**config.mk**
```make
export PLATFORM = sky130hd
export DESIGN_NAME = fbm_top
export DESIGN_NICKNAME = d
export VERILOG_FILES = /design/src/design/fbm_pkg.sv /design/src/design/fbm_top.sv
export SDC_FILE = /design/constraint.sdc
export NUM_CORES = 1
export LEC_CHECK = 0
export ABC_AREA = 1
export BUFFER_PORTS_ARGS = -buffer_cell sky130_fd_sc_hd__buf_2
export CORE_ASPECT_RATIO = 0.7
export CORE_MARGIN = 10
export CORE_UTILIZATION = 58
export DETAILED_ROUTE_END_ITERATION = 8
export HOLD_SLACK_MARGIN = 0.03
export PLACE_DENSITY = 0.8
export SYNTH_ARGS = -nofsm -noshare
export SYNTH_HDL_FRONTEND = slang
export SYNTH_SLANG_ARGS = --single-unit
```
**constraint.sdc**
```tcl
create_clock -name sys_clk_i -period 4.04 [get_ports sys_clk_i]
set_input_delay 0.202 -clock sys_clk_i [delete_from_list [all_inputs] [get_ports sys_clk_i]]
set_output_delay 0.202 -clock sys_clk_i [all_outputs]
set_load 0.01 [all_outputs]
```
**src/design/fbm_pkg.sv**
```systemverilog
// Purpose: Shared constants and types for the fieldbus master run/stop control.
// Assumes: One 250 MHz clock, asynchronous active-high reset.
// Notes:   Register offsets are word addresses on a 32-bit Avalon-MM slave.
`default_nettype none
package fbm_pkg;
	// ========================================================
	// Register map
	localparam logic [3:0] ADDR_CTRL   = 4'h0;
	localparam logic [3:0] ADDR_STAT   = 4'h1;
	localparam logic [3:0] ADDR_IRQ    = 4'h2;
	localparam logic [3:0] ADDR_MASK   = 4'h3;
	localparam logic [3:0] ADDR_ADDR   = 4'h4;
	localparam logic [3:0] ADDR_SLAVES = 4'h5;
	localparam logic [3:0] ADDR_FSAFE  = 4'h6;
	localparam logic [3:0] ADDR_OUTLEN = 4'h7;
	localparam logic [3:0] ADDR_BAUD   = 4'h8;
	localparam logic [3:0] ADDR_ALIVE  = 4'h9;
	// CTRL bit positions.
	localparam int CTRL_BUSPAR = 0;
	localparam int CTRL_CFG    = 1;
	localparam int CTRL_RUN    = 2;
	localparam int CTRL_ODIS   = 3;
	// Interrupt status bit positions.
	localparam int IRQ_FAIL = 0;
	localparam int IRQ_JOIN = 1;
	localparam int IRQ_W    = 2;
	localparam int NSLV     = 8;
	localparam logic [31:0] ZERO32 = 32'h0000_0000;
	// Baud select codes: 0 = 9.6 kBaud ... 9 = 12 MBaud.
	localparam logic [3:0] BAUD_MAX = 4'h9;
	// ========================================================
	// Timing
	localparam int CLK_MHZ  = 250;
	localparam int BLINK_MS = 250;
	localparam int BLINK_CYC = BLINK_MS * CLK_MHZ * 1000;
	localparam int CYCLE_US = 10;
	localparam int CYCLE_CYC = CYCLE_US * CLK_MHZ;
	localparam logic [5:0] ADDR_RST = 6'h02;
	// ========================================================
	// Types
	typedef enum logic [1:0] {
		ST_OFF    = 2'b00,
		ST_ONLINE = 2'b01,
		ST_XCHG   = 2'b11
	} fbm_state_t;
	typedef struct packed {
		logic       valid;
		logic [2:0] slave;
		logic       operate;
		logic       zero_len;
		logic       zero_data;
	} fbm_tel_t;
	typedef struct packed {
		logic run_led;
		logic data_exchange_indicator;
		logic err_led;
	} fbm_led_t;
endpackage
`default_nettype wire

```
**src/design/fbm_top.sv**
```systemverilog
// Purpose: Run/stop control of an integrated fieldbus master.
// Assumes: Host CPU drives run state and output disable via registers.
// Notes:   Telegram scheduling is abstracted to one slot per slave per cycle.
// How it works
// - After reset the master is inactive and every indicator is dark.
// - Bus parameters take it online with run lit, answering its address.
// - Valid configuration starts cyclic exchange, shown on the de lamp.
// - Only the host run bit chooses the operating behaviour.
// - In run the global command is Operate and the de lamp is steady.
// - In run each slave gets a telegram with current output data.
// - Input data is copied every cycle in both run and stop.
// - In stop the global command is Clear and the de lamp blinks.
// - In stop fail-safe slaves get a zero-length output telegram.
// - In stop other slaves get full length telegrams with zero data.
// - One common bit rate from 9.6 kBaud to 12 MBaud is used.
// - Dropped or newly joined slaves are detected automatically.
// - Output disable zeroes all slave outputs while staying in run.
// - A slave failure lights the fault lamp and raises an event.
`default_nettype none
module fbm_top (
	// Clock and reset
	input  wire logic                  sys_clk_i,
	input  wire logic                  rst_i,
	// Avalon-MM slave
	input  wire logic [3:0]            avs_address_i,
	input  wire logic                  avs_read_i,
	input  wire logic                  avs_write_i,
	input  wire logic [31:0]           avs_writedata_i,
	output logic      [31:0]           avs_readdata_o,
	output logic                       avs_waitrequest_o,
	// Slave answers, one bit per slave
	input  wire logic [7:0]            slave_resp_i,
	// Telegram strobe and indicators
	output fbm_pkg::fbm_tel_t          tel_o,
	output logic                       global_operate_o,
	output logic                       input_copy_o,
	output fbm_pkg::fbm_led_t          led_o,
	output logic                       irq_o
);
	parameter int BLINK_CYC = fbm_pkg::BLINK_CYC;
	parameter int CYCLE_CYC = fbm_pkg::CYCLE_CYC;

	// ========================================================
	// Registers
	fbm_pkg::fbm_state_t st_q, st_d;
	logic [3:0]  ctrl_q, ctrl_d;
	logic [1:0]  irq_q, irq_d;
	logic [1:0]  mask_q, mask_d;
	logic [5:0]  addr_q, addr_d;
	logic [7:0]  slv_q, slv_d;
	logic [7:0]  fs_q, fs_d;
	logic [7:0]  olen_q, olen_d;
	logic [3:0]  baud_q, baud_d;
	logic [7:0]  alive_q, alive_d;
	logic [31:0] rdata_q, rdata_d;
	logic        wait_q, wait_d;
	logic [27:0] blink_cnt_q, blink_cnt_d;
	logic        blink_q, blink_d;
	logic [15:0] cyc_cnt_q, cyc_cnt_d;
	logic        run_lat_q, run_lat_d;
	logic [2:0]  slot_q, slot_d;
	fbm_pkg::fbm_tel_t tel_q, tel_d;
	fbm_pkg::fbm_led_t led_q, led_d;
	logic        gop_q, gop_d;
	logic        icopy_q, icopy_d;
	logic        irq_out_q, irq_out_d;

	function automatic logic [31:0] pad(input logic [7:0] v);
		pad = {24'h00_0000, v};
	endfunction

	logic acc, wr;
	// A request is taken while waitrequest stands high. A write lands only
	// at the edge that completes it, so an abandoned request changes nothing.
	assign acc = (avs_read_i | avs_write_i) & wait_q;
	assign wr  = avs_write_i & ~wait_q;

	// ========================================================
	// Next-state logic
	always_comb begin
		st_d = st_q;
		ctrl_d = ctrl_q;
		mask_d = mask_q;
		addr_d = addr_q;
		slv_d = slv_q;
		fs_d = fs_q;
		olen_d = olen_q;
		baud_d = baud_q;
		rdata_d = rdata_q;
		wait_d = 1'b1;
		irq_d = irq_q;
		alive_d = alive_q;
		blink_cnt_d = blink_cnt_q + 28'h000_0001;
		blink_d = blink_q;
		cyc_cnt_d = cyc_cnt_q + 16'h0001;
		run_lat_d = run_lat_q;
		slot_d = slot_q;
		tel_d = '0;
		icopy_d = 1'b0;
		gop_d = gop_q;
		// Bus slave: one wait cycle, then answer.
		if (acc) begin
			wait_d = 1'b0;
			rdata_d = fbm_pkg::ZERO32;
			if (avs_read_i) begin
				case (avs_address_i)
				fbm_pkg::ADDR_CTRL:   rdata_d = {28'h000_0000, ctrl_q};
				fbm_pkg::ADDR_STAT:   rdata_d = {30'h0000_0000, st_q};
				fbm_pkg::ADDR_IRQ:    rdata_d = {30'h0000_0000, irq_q};
				fbm_pkg::ADDR_MASK:   rdata_d = {30'h0000_0000, mask_q};
				fbm_pkg::ADDR_ADDR:   rdata_d = {26'h000_0000, addr_q};
				fbm_pkg::ADDR_SLAVES: rdata_d = pad(slv_q);
				fbm_pkg::ADDR_FSAFE:  rdata_d = pad(fs_q);
				fbm_pkg::ADDR_OUTLEN: rdata_d = pad(olen_q);
				fbm_pkg::ADDR_BAUD:   rdata_d = {28'h000_0000, baud_q};
				fbm_pkg::ADDR_ALIVE:  rdata_d = pad(alive_q);
				default:              rdata_d = fbm_pkg::ZERO32;
				endcase
			end
		end
		if (wr) begin
			case (avs_address_i)
			fbm_pkg::ADDR_CTRL: ctrl_d = avs_writedata_i[3:0];
			fbm_pkg::ADDR_IRQ:  irq_d = irq_q & ~avs_writedata_i[1:0];
			fbm_pkg::ADDR_MASK: mask_d = avs_writedata_i[1:0];
			fbm_pkg::ADDR_ADDR: begin
				// Address 1 is kept for the system and is refused.
				if (avs_writedata_i[5:0] != 6'h01) begin
					addr_d = avs_writedata_i[5:0];
				end
			end
			fbm_pkg::ADDR_SLAVES: slv_d = avs_writedata_i[7:0];
			fbm_pkg::ADDR_FSAFE:  fs_d = avs_writedata_i[7:0];
			fbm_pkg::ADDR_OUTLEN: olen_d = avs_writedata_i[7:0];
			fbm_pkg::ADDR_BAUD: begin
				if (avs_writedata_i[3:0] <= fbm_pkg::BAUD_MAX) begin
					baud_d = avs_writedata_i[3:0];
				end
			end
			default: ;
			endcase
		end
		// Master state follows the loaded parameters only.
		case (st_q)
		fbm_pkg::ST_OFF: begin
			if (ctrl_q[fbm_pkg::CTRL_BUSPAR]) st_d = fbm_pkg::ST_ONLINE;
		end
		fbm_pkg::ST_ONLINE: begin
			if (!ctrl_q[fbm_pkg::CTRL_BUSPAR]) st_d = fbm_pkg::ST_OFF;
			else if (ctrl_q[fbm_pkg::CTRL_CFG]) st_d = fbm_pkg::ST_XCHG;
		end
		fbm_pkg::ST_XCHG: begin
			if (!ctrl_q[fbm_pkg::CTRL_BUSPAR]) st_d = fbm_pkg::ST_OFF;
			else if (!ctrl_q[fbm_pkg::CTRL_CFG]) st_d = fbm_pkg::ST_ONLINE;
		end
		default: st_d = fbm_pkg::ST_OFF;
		endcase
		if (blink_cnt_q == 28'(BLINK_CYC - 1)) begin
			blink_cnt_d = '0;
			blink_d = ~blink_q;
		end
		// Bus cycle: one slot per slave; run state latched at cycle start.
		if (cyc_cnt_q == 16'(CYCLE_CYC - 1)) begin
			cyc_cnt_d = '0;
			run_lat_d = ctrl_q[fbm_pkg::CTRL_RUN];
			slot_d = 3'h0;
			if (st_q == fbm_pkg::ST_XCHG) gop_d = ctrl_q[fbm_pkg::CTRL_RUN];
		end else if (cyc_cnt_q < 16'(fbm_pkg::NSLV)
				&& st_q == fbm_pkg::ST_XCHG) begin
			slot_d = slot_q + 3'h1;
			if (slv_q[slot_q]) begin
				tel_d.valid = 1'b1;
				tel_d.slave = slot_q;
				tel_d.operate = run_lat_q;
				tel_d.zero_len = !run_lat_q && fs_q[slot_q];
				// Zero data in stop for slaves without fail-safe, or under output disable.
				tel_d.zero_data = (!run_lat_q && !fs_q[slot_q])
					|| ctrl_q[fbm_pkg::CTRL_ODIS];
				icopy_d = slave_resp_i[slot_q];
				alive_d[slot_q] = slave_resp_i[slot_q];
				// Events set over a same-cycle clear.
				if (alive_q[slot_q] && !slave_resp_i[slot_q])
					irq_d[fbm_pkg::IRQ_FAIL] = 1'b1;
				if (!alive_q[slot_q] && slave_resp_i[slot_q])
					irq_d[fbm_pkg::IRQ_JOIN] = 1'b1;
			end
		end
		led_d.run_led = st_q != fbm_pkg::ST_OFF;
		led_d.data_exchange_indicator = st_q == fbm_pkg::ST_XCHG
			&& (run_lat_q || blink_q);
		led_d.err_led = |(slv_q & ~alive_q & slv_q);
		irq_out_d = |(irq_q & mask_q);
	end

	// ========================================================
	// Registers
	always_ff @(posedge sys_clk_i or posedge rst_i) begin
		if (rst_i) begin
			st_q <= fbm_pkg::ST_OFF;
			ctrl_q <= '0;
			irq_q <= '0;
			mask_q <= '0;
			addr_q <= fbm_pkg::ADDR_RST;
			slv_q <= '0;
			fs_q <= '0;
			olen_q <= '0;
			baud_q <= '0;
			alive_q <= '0;
			rdata_q <= '0;
			wait_q <= 1'b1;
			blink_cnt_q <= '0;
			blink_q <= 1'b0;
			cyc_cnt_q <= '0;
			run_lat_q <= 1'b0;
			slot_q <= '0;
			tel_q <= '0;
			led_q <= '0;
			gop_q <= 1'b0;
			icopy_q <= 1'b0;
			irq_out_q <= 1'b0;
		end else begin
			st_q <= st_d;
			ctrl_q <= ctrl_d;
			irq_q <= irq_d;
			mask_q <= mask_d;
			addr_q <= addr_d;
			slv_q <= slv_d;
			fs_q <= fs_d;
			olen_q <= olen_d;
			baud_q <= baud_d;
			alive_q <= alive_d;
			rdata_q <= rdata_d;
			wait_q <= wait_d;
			blink_cnt_q <= blink_cnt_d;
			blink_q <= blink_d;
			cyc_cnt_q <= cyc_cnt_d;
			run_lat_q <= run_lat_d;
			slot_q <= slot_d;
			tel_q <= tel_d;
			led_q <= led_d;
			gop_q <= gop_d;
			icopy_q <= icopy_d;
			irq_out_q <= irq_out_d;
		end
	end

	assign avs_readdata_o = rdata_q;
	assign avs_waitrequest_o = wait_q;
	assign tel_o = tel_q;
	assign led_o = led_q;
	assign global_operate_o = gop_q;
	assign input_copy_o = icopy_q;
	assign irq_o = irq_out_q;

	// ========================================================
	// Checks
	dark_reset_a: assert property (
		@(posedge sys_clk_i) disable iff (rst_i)
		st_q == fbm_pkg::ST_OFF |=> !led_q.run_led && !led_q.data_exchange_indicator)
		else $error("Indicators lit while inactive.");
	online_a: assert property (
		@(posedge sys_clk_i) disable iff (rst_i)
		st_q == fbm_pkg::ST_OFF && ctrl_q[fbm_pkg::CTRL_BUSPAR]
		|=> st_q == fbm_pkg::ST_ONLINE ##1 led_q.run_led)
		else $error("Master did not go online.");
	xchg_a: assert property (
		@(posedge sys_clk_i) disable iff (rst_i)
		st_q == fbm_pkg::ST_ONLINE && ctrl_q[1:0] == 2'b11
		|=> st_q == fbm_pkg::ST_XCHG)
		else $error("Exchange not started.");
	run_tel_a: assert property (
		@(posedge sys_clk_i) disable iff (rst_i)
		tel_q.valid && tel_q.operate |-> !tel_q.zero_len)
		else $error("Run telegram shortened.");
	fsafe_a: assert property (
		@(posedge sys_clk_i) disable iff (rst_i)
		tel_q.valid && !tel_q.operate && fs_q[tel_q.slave]
		|-> tel_q.zero_len)
		else $error("Fail-safe slave got data in stop.");
	stop_zero_a: assert property (
		@(posedge sys_clk_i) disable iff (rst_i)
		tel_q.valid && !tel_q.operate && !fs_q[tel_q.slave]
		|-> tel_q.zero_data && !tel_q.zero_len)
		else $error("Stop telegram carried data.");
	odis_zero_a: assert property (
		@(posedge sys_clk_i) disable iff (rst_i)
		tel_d.valid && ctrl_q[fbm_pkg::CTRL_ODIS] |=> tel_q.zero_data)
		else $error("Output disable ignored.");
	fail_evt_a: assert property (
		@(posedge sys_clk_i) disable iff (rst_i)
		tel_d.valid && alive_q[slot_q] && !slave_resp_i[slot_q]
		|=> irq_q[fbm_pkg::IRQ_FAIL])
		else $error("Slave failure not flagged.");
	addr1_a: assert property (
		@(posedge sys_clk_i) disable iff (rst_i)
		addr_q != 6'h01)
		else $error("Reserved address taken.");
	gop_follow_a: assert property (
		@(posedge sys_clk_i) disable iff (rst_i)
		cyc_cnt_q == 16'(CYCLE_CYC - 1) && st_q == fbm_pkg::ST_XCHG
		|=> gop_q == $past(ctrl_q[fbm_pkg::CTRL_RUN]))
		else $error("Global command does not follow run state.");
	de_steady_a: assert property (
		@(posedge sys_clk_i) disable iff (rst_i)
		st_q == fbm_pkg::ST_XCHG && run_lat_q |=> led_q.data_exchange_indicator)
		else $error("Exchange lamp dark in run.");
	copy_live_a: assert property (
		@(posedge sys_clk_i) disable iff (rst_i)
		tel_d.valid |=> icopy_q == $past(slave_resp_i[slot_q]))
		else $error("Input copy does not follow the slave answer.");
	irq_level_a: assert property (
		@(posedge sys_clk_i) disable iff (rst_i)
		|(irq_q & mask_q) |=> irq_out_q)
		else $error("Unmasked event did not raise the interrupt.");
endmodule
`default_nettype wire

```
==> key figures <==
Critical path
  • Critical path arrival: 2.64 ns
  • Crit end category: flop
  • CP max FO: 27
  • Startpoint Class: flop
  • Critical Path RT: 4.34 ns
  • Reg2Reg Depth: 7
  • R2R Path Start: slot_q[0]
  • Worst setup path category: reg -> reg
  • Crit path launch: slot_q[0]

Routing
  • Total wire length: 16900 um
  • DR pass1 iterations: 5
  • Total number of vias: about 6000
  • Drt drc: 0
  • DR iter-0 viols: 640
  • Final ANT Viol Nets: 0
  • Vias per cell: 5.26
  • Wirelength per Cell: 14.8 um

Clock tree
  • TritonCTS clock tree: done
  • Worst-path clk slew: 0.06 ns
  • Num CTS Buffers: 17
  • Post-CTS Setup Inserts: 0
  • Clock root buffer: clkbuf_16
  • Clock buffer depth: 2
  • Clk Latency, worst-skew pair: 0.42 ns
  • Htree depth: 4
  • CTS sink count: between 100 and 150

Die
  • Die width: 150 um
  • Row cnt: 33
  • Area of the core: 0.0116 sq mm
  • Die Y: 111 um
  • Starting Density: 58.9%
  • Number of I/O pins: 94
  • Die ar.: 0.0167 sq mm

Synthesis
  • Post-synth EDFFs: 0
  • Synth cell types: 38
  • Share of flip-flops with an asynchronous set or reset: between 90% and 100%
  • Mapped Area: roughly 0.007 sq mm
  • Cell count after synthesis: between 900 and 1000
  • Syn Area/Cell: between 7 and 8 sq um
  • Yosys warns: 0
  • Synthesized flop and latch total: 123
  • Post-synthesis sequential area ratio: 44.9%
  • Main flop type after synthesis: dfrtp_1

Timing
  • RSZ-0062 raised after global routing: false
  • Slew Limit Fails: 0
  • FMAX: 0.428 GHz
  • Max Clock Skew: 0.0147 ns
  • Final Hold Slack: around 0.074 ns
  • Least-Margin Pin Slew: 1.17 ns
  • Finish-stage setup viols: 0
  • Setup TNS: 0 ns
  • Slew HR: 21.7%
  • Minimum clock period: 2.34 ns
  • Post-route clock period utilization: 57.8%
  • Final hold viol count: 0

Layout
  • Ratio of cells with drive above 1 in the final layout: 14.5%
  • Register area: ~0.0031 sq mm
  • Multi-input logic area: roughly 0.0032 sq mm
  • Fill cell count: 964
  • Nets@finish: between 1000 and 1500
  • Layout area overhead: 13.2%
  • Design Area, Final: 0.00777 sq mm
  • Antenna cells: 0

Global routing
  • Initial antenna violation count: 0
  • Largest net degree at the start of global routing: 105
  • GRT overflow: 0
  • Total GRT Usage: 20.7%
  • First-pass GRT wire length: between 20000 and 30000 um
  • Vias in the first global route: 5768

Power
  • Static Leak: 4.06 nW
  • Worst vdd ir: 0.312 mV
  • Pwr Density: roughly 420 mW/mm^2

Placed design
  • Detailed placer's ending HPWL: 12000 um
  • I/O Buffers: 45
  • GPL Wtd Cong: between 0.9 and 1
  • DP Area: 0.00713 sq mm

Job
  • Number of max-cap violations: 0

Run status
  • Status: finished clean

Worst hold path
  • Hold path startpoint: avs_writedata_i[6]
  • Hold depth: 3
  • Worst Hold Class: in -> reg
==> critical path: stages (launching register included) <==
cell and delay (ns):
dfrtp_1 0.89, inv_2 0.34, o21ai_0 0.41, nand2_1 0.12, inv_1 0.08, nand2_2 0.13, nand3_1 0.18, nand2_1 0.06
==> metrics by stage <==
stage / power [W] / instances / utilization, % / setup slack, ns
finish: 0.00329 / 1139 / 66.7 / 1.70
global route: 0.00340 / 1139 / 66.7 / 1.55
CTS: 0.00330 / 1139 / 66.7 / 1.78
detailed placement: 0.00168 / 1106 / 61.3 / 1.84
global placement: 0.00167 / 1106 / 61.3 / 1.85
floorplan: 0.00161 / 936 / - / 0.570
==> registers in the layout (all words and copies together) (netlist names), 2 cells and up <==
name	flops
baud_q	4
addr_q	6
slot_q	3
slv_q	8
olen_q	8
ctrl_q	4
cyc_cnt_q	16
blink_cnt_q	28
irq_q	2
tel_o	7
mask_q	2
led_o	3
fs_q	8
avs_readdata_o	8
alive_q	8
st_q	2
==> layer usage <==
metal | vias to the layer above | global-route usage (%) | wire length [um]
met1 | 2786 | 28.4 | 7700
met4 | 0 | 6.27 | 231
met5 | - | 0 | 0
met2 | 248 | 31.1 | 7630
met3 | 28 | 5.75 | 1340
li1 | 2932 | - | -
==> where the power goes <==
part | total (W) | internal (W) | switching, W
combinational | 0.000272 | 0.0000889 | 0.000183
sequential | 0.00140 | 0.00133 | 0.0000719
clock | 0.00162 | 0.00103 | 0.000585
==> kinds of logic (layout without fill, tap and decap cells) <==
| family | count (synthesis) | count (layout) | share of synthesized area [%] |
|---|---|---|---|
| AO/OA/AOI/OAI | 77 | 77 | 6.77 |
| XOR/XNOR | 27 | 27 | 3.45 |
| adder cells (fa/ha/maj) | 3 | 3 | 0.547 |
| buffers and inverters | 144 | 190 | 9.90 |
| flip-flops | 123 | 123 | 44.9 |
| other | 1 | 24 | 0.0547 |
| AND/OR/NAND/NOR | 538 | 538 | 34.4 |
==> cells in the mapped netlist, drive strengths merged (2+ instances only) <==
| library cell | number | area [sq um] |
|---|---|---|
| a21oi | 6 | 30.0 |
| buf | 33 | 258 |
| dfrtp | 121 | 3030 |
| dfstp | 2 | 52.6 |
| ha | 3 | 37.5 |
| inv | 110 | 413 |
| nand2 | 290 | 1140 |
| nand3 | 75 | 380 |
| nand3b | 3 | 22.5 |
| nand4 | 10 | 62.6 |
| nor2 | 144 | 663 |
| nor3 | 11 | 60.1 |
| o211ai | 7 | 52.6 |
| o21ai | 58 | 339 |
| o22ai | 3 | 18.8 |
| o31ai | 2 | 15.0 |
| or2 | 3 | 18.8 |
| xnor2 | 3 | 26.3 |
| xor2 | 24 | 210 |
==> path summary, 6_finish.rpt <==
| path | end | slack (ns) |
|---|---|---|
| setup / recovery | irq_q[1] | 1.70 |
| hold / removal | fs_q[6] | 0.07 |
| setup reg to reg | irq_q[1] | 1.70 |
| hold reg to reg | tel_o[1] | 0.44 |
| max in group asynchronous | cyc_cnt_q[15] | 2.95 |
| min in group asynchronous | mask_q[0] | 0.27 |
==> layout by cell type, fill, tap and decap left out, types with 3 or more instances in the layout <==
| cell type | synthesis | routed |
|---|---|---|
| clkinv_4 | 1 | 4 |
| nor3_1 | 10 | 10 |
| conb_1 | 1 | 24 |
| nand4_1 | 10 | 10 |
| nor2_1 | 118 | 118 |
| nor2_2 | 18 | 18 |
| clkbuf_16 | 0 | 17 |
| nand3b_1 | 3 | 3 |
| o21ai_2 | 13 | 13 |
| clkinv_2 | 0 | 3 |
| nand2_4 | 5 | 5 |
| nor2_4 | 6 | 6 |
| bufinv_16 | 0 | 4 |
| nand2_1 | 280 | 280 |
| dfrtp_1 | 121 | 121 |
| inv_1 | 102 | 101 |
| o22ai_1 | 3 | 3 |
| ha_1 | 3 | 3 |
| o211ai_1 | 7 | 7 |
| xor2_1 | 24 | 24 |
| inv_2 | 8 | 8 |
| buf_2 | 4 | 45 |
| a21oi_1 | 6 | 6 |
| xnor2_1 | 3 | 3 |
| o21ai_0 | 43 | 43 |
| nand2_2 | 5 | 5 |
| nand3_1 | 74 | 74 |
==> what timing repair did <==
item | in CTS | in global routing
hold buffers | 1 | 0
endpoints found under the hold margin | 19 | 0
setup endpoints to repair | 0 | 0
resized for setup | 0 | 0
==> area by class of cell <==
type | count | area share (%)
multi-input cells | 669 | 41.0
flip-flops and latches | 123 | 39.7
clock buffers | 18 | 5.53
inverters | 111 | 5.46
repair buffers | 47 | 3.29
well taps | 157 | 2.53
clock inverters | 14 | 2.50
Note: power is estimated with default switching activity, not from simulation.
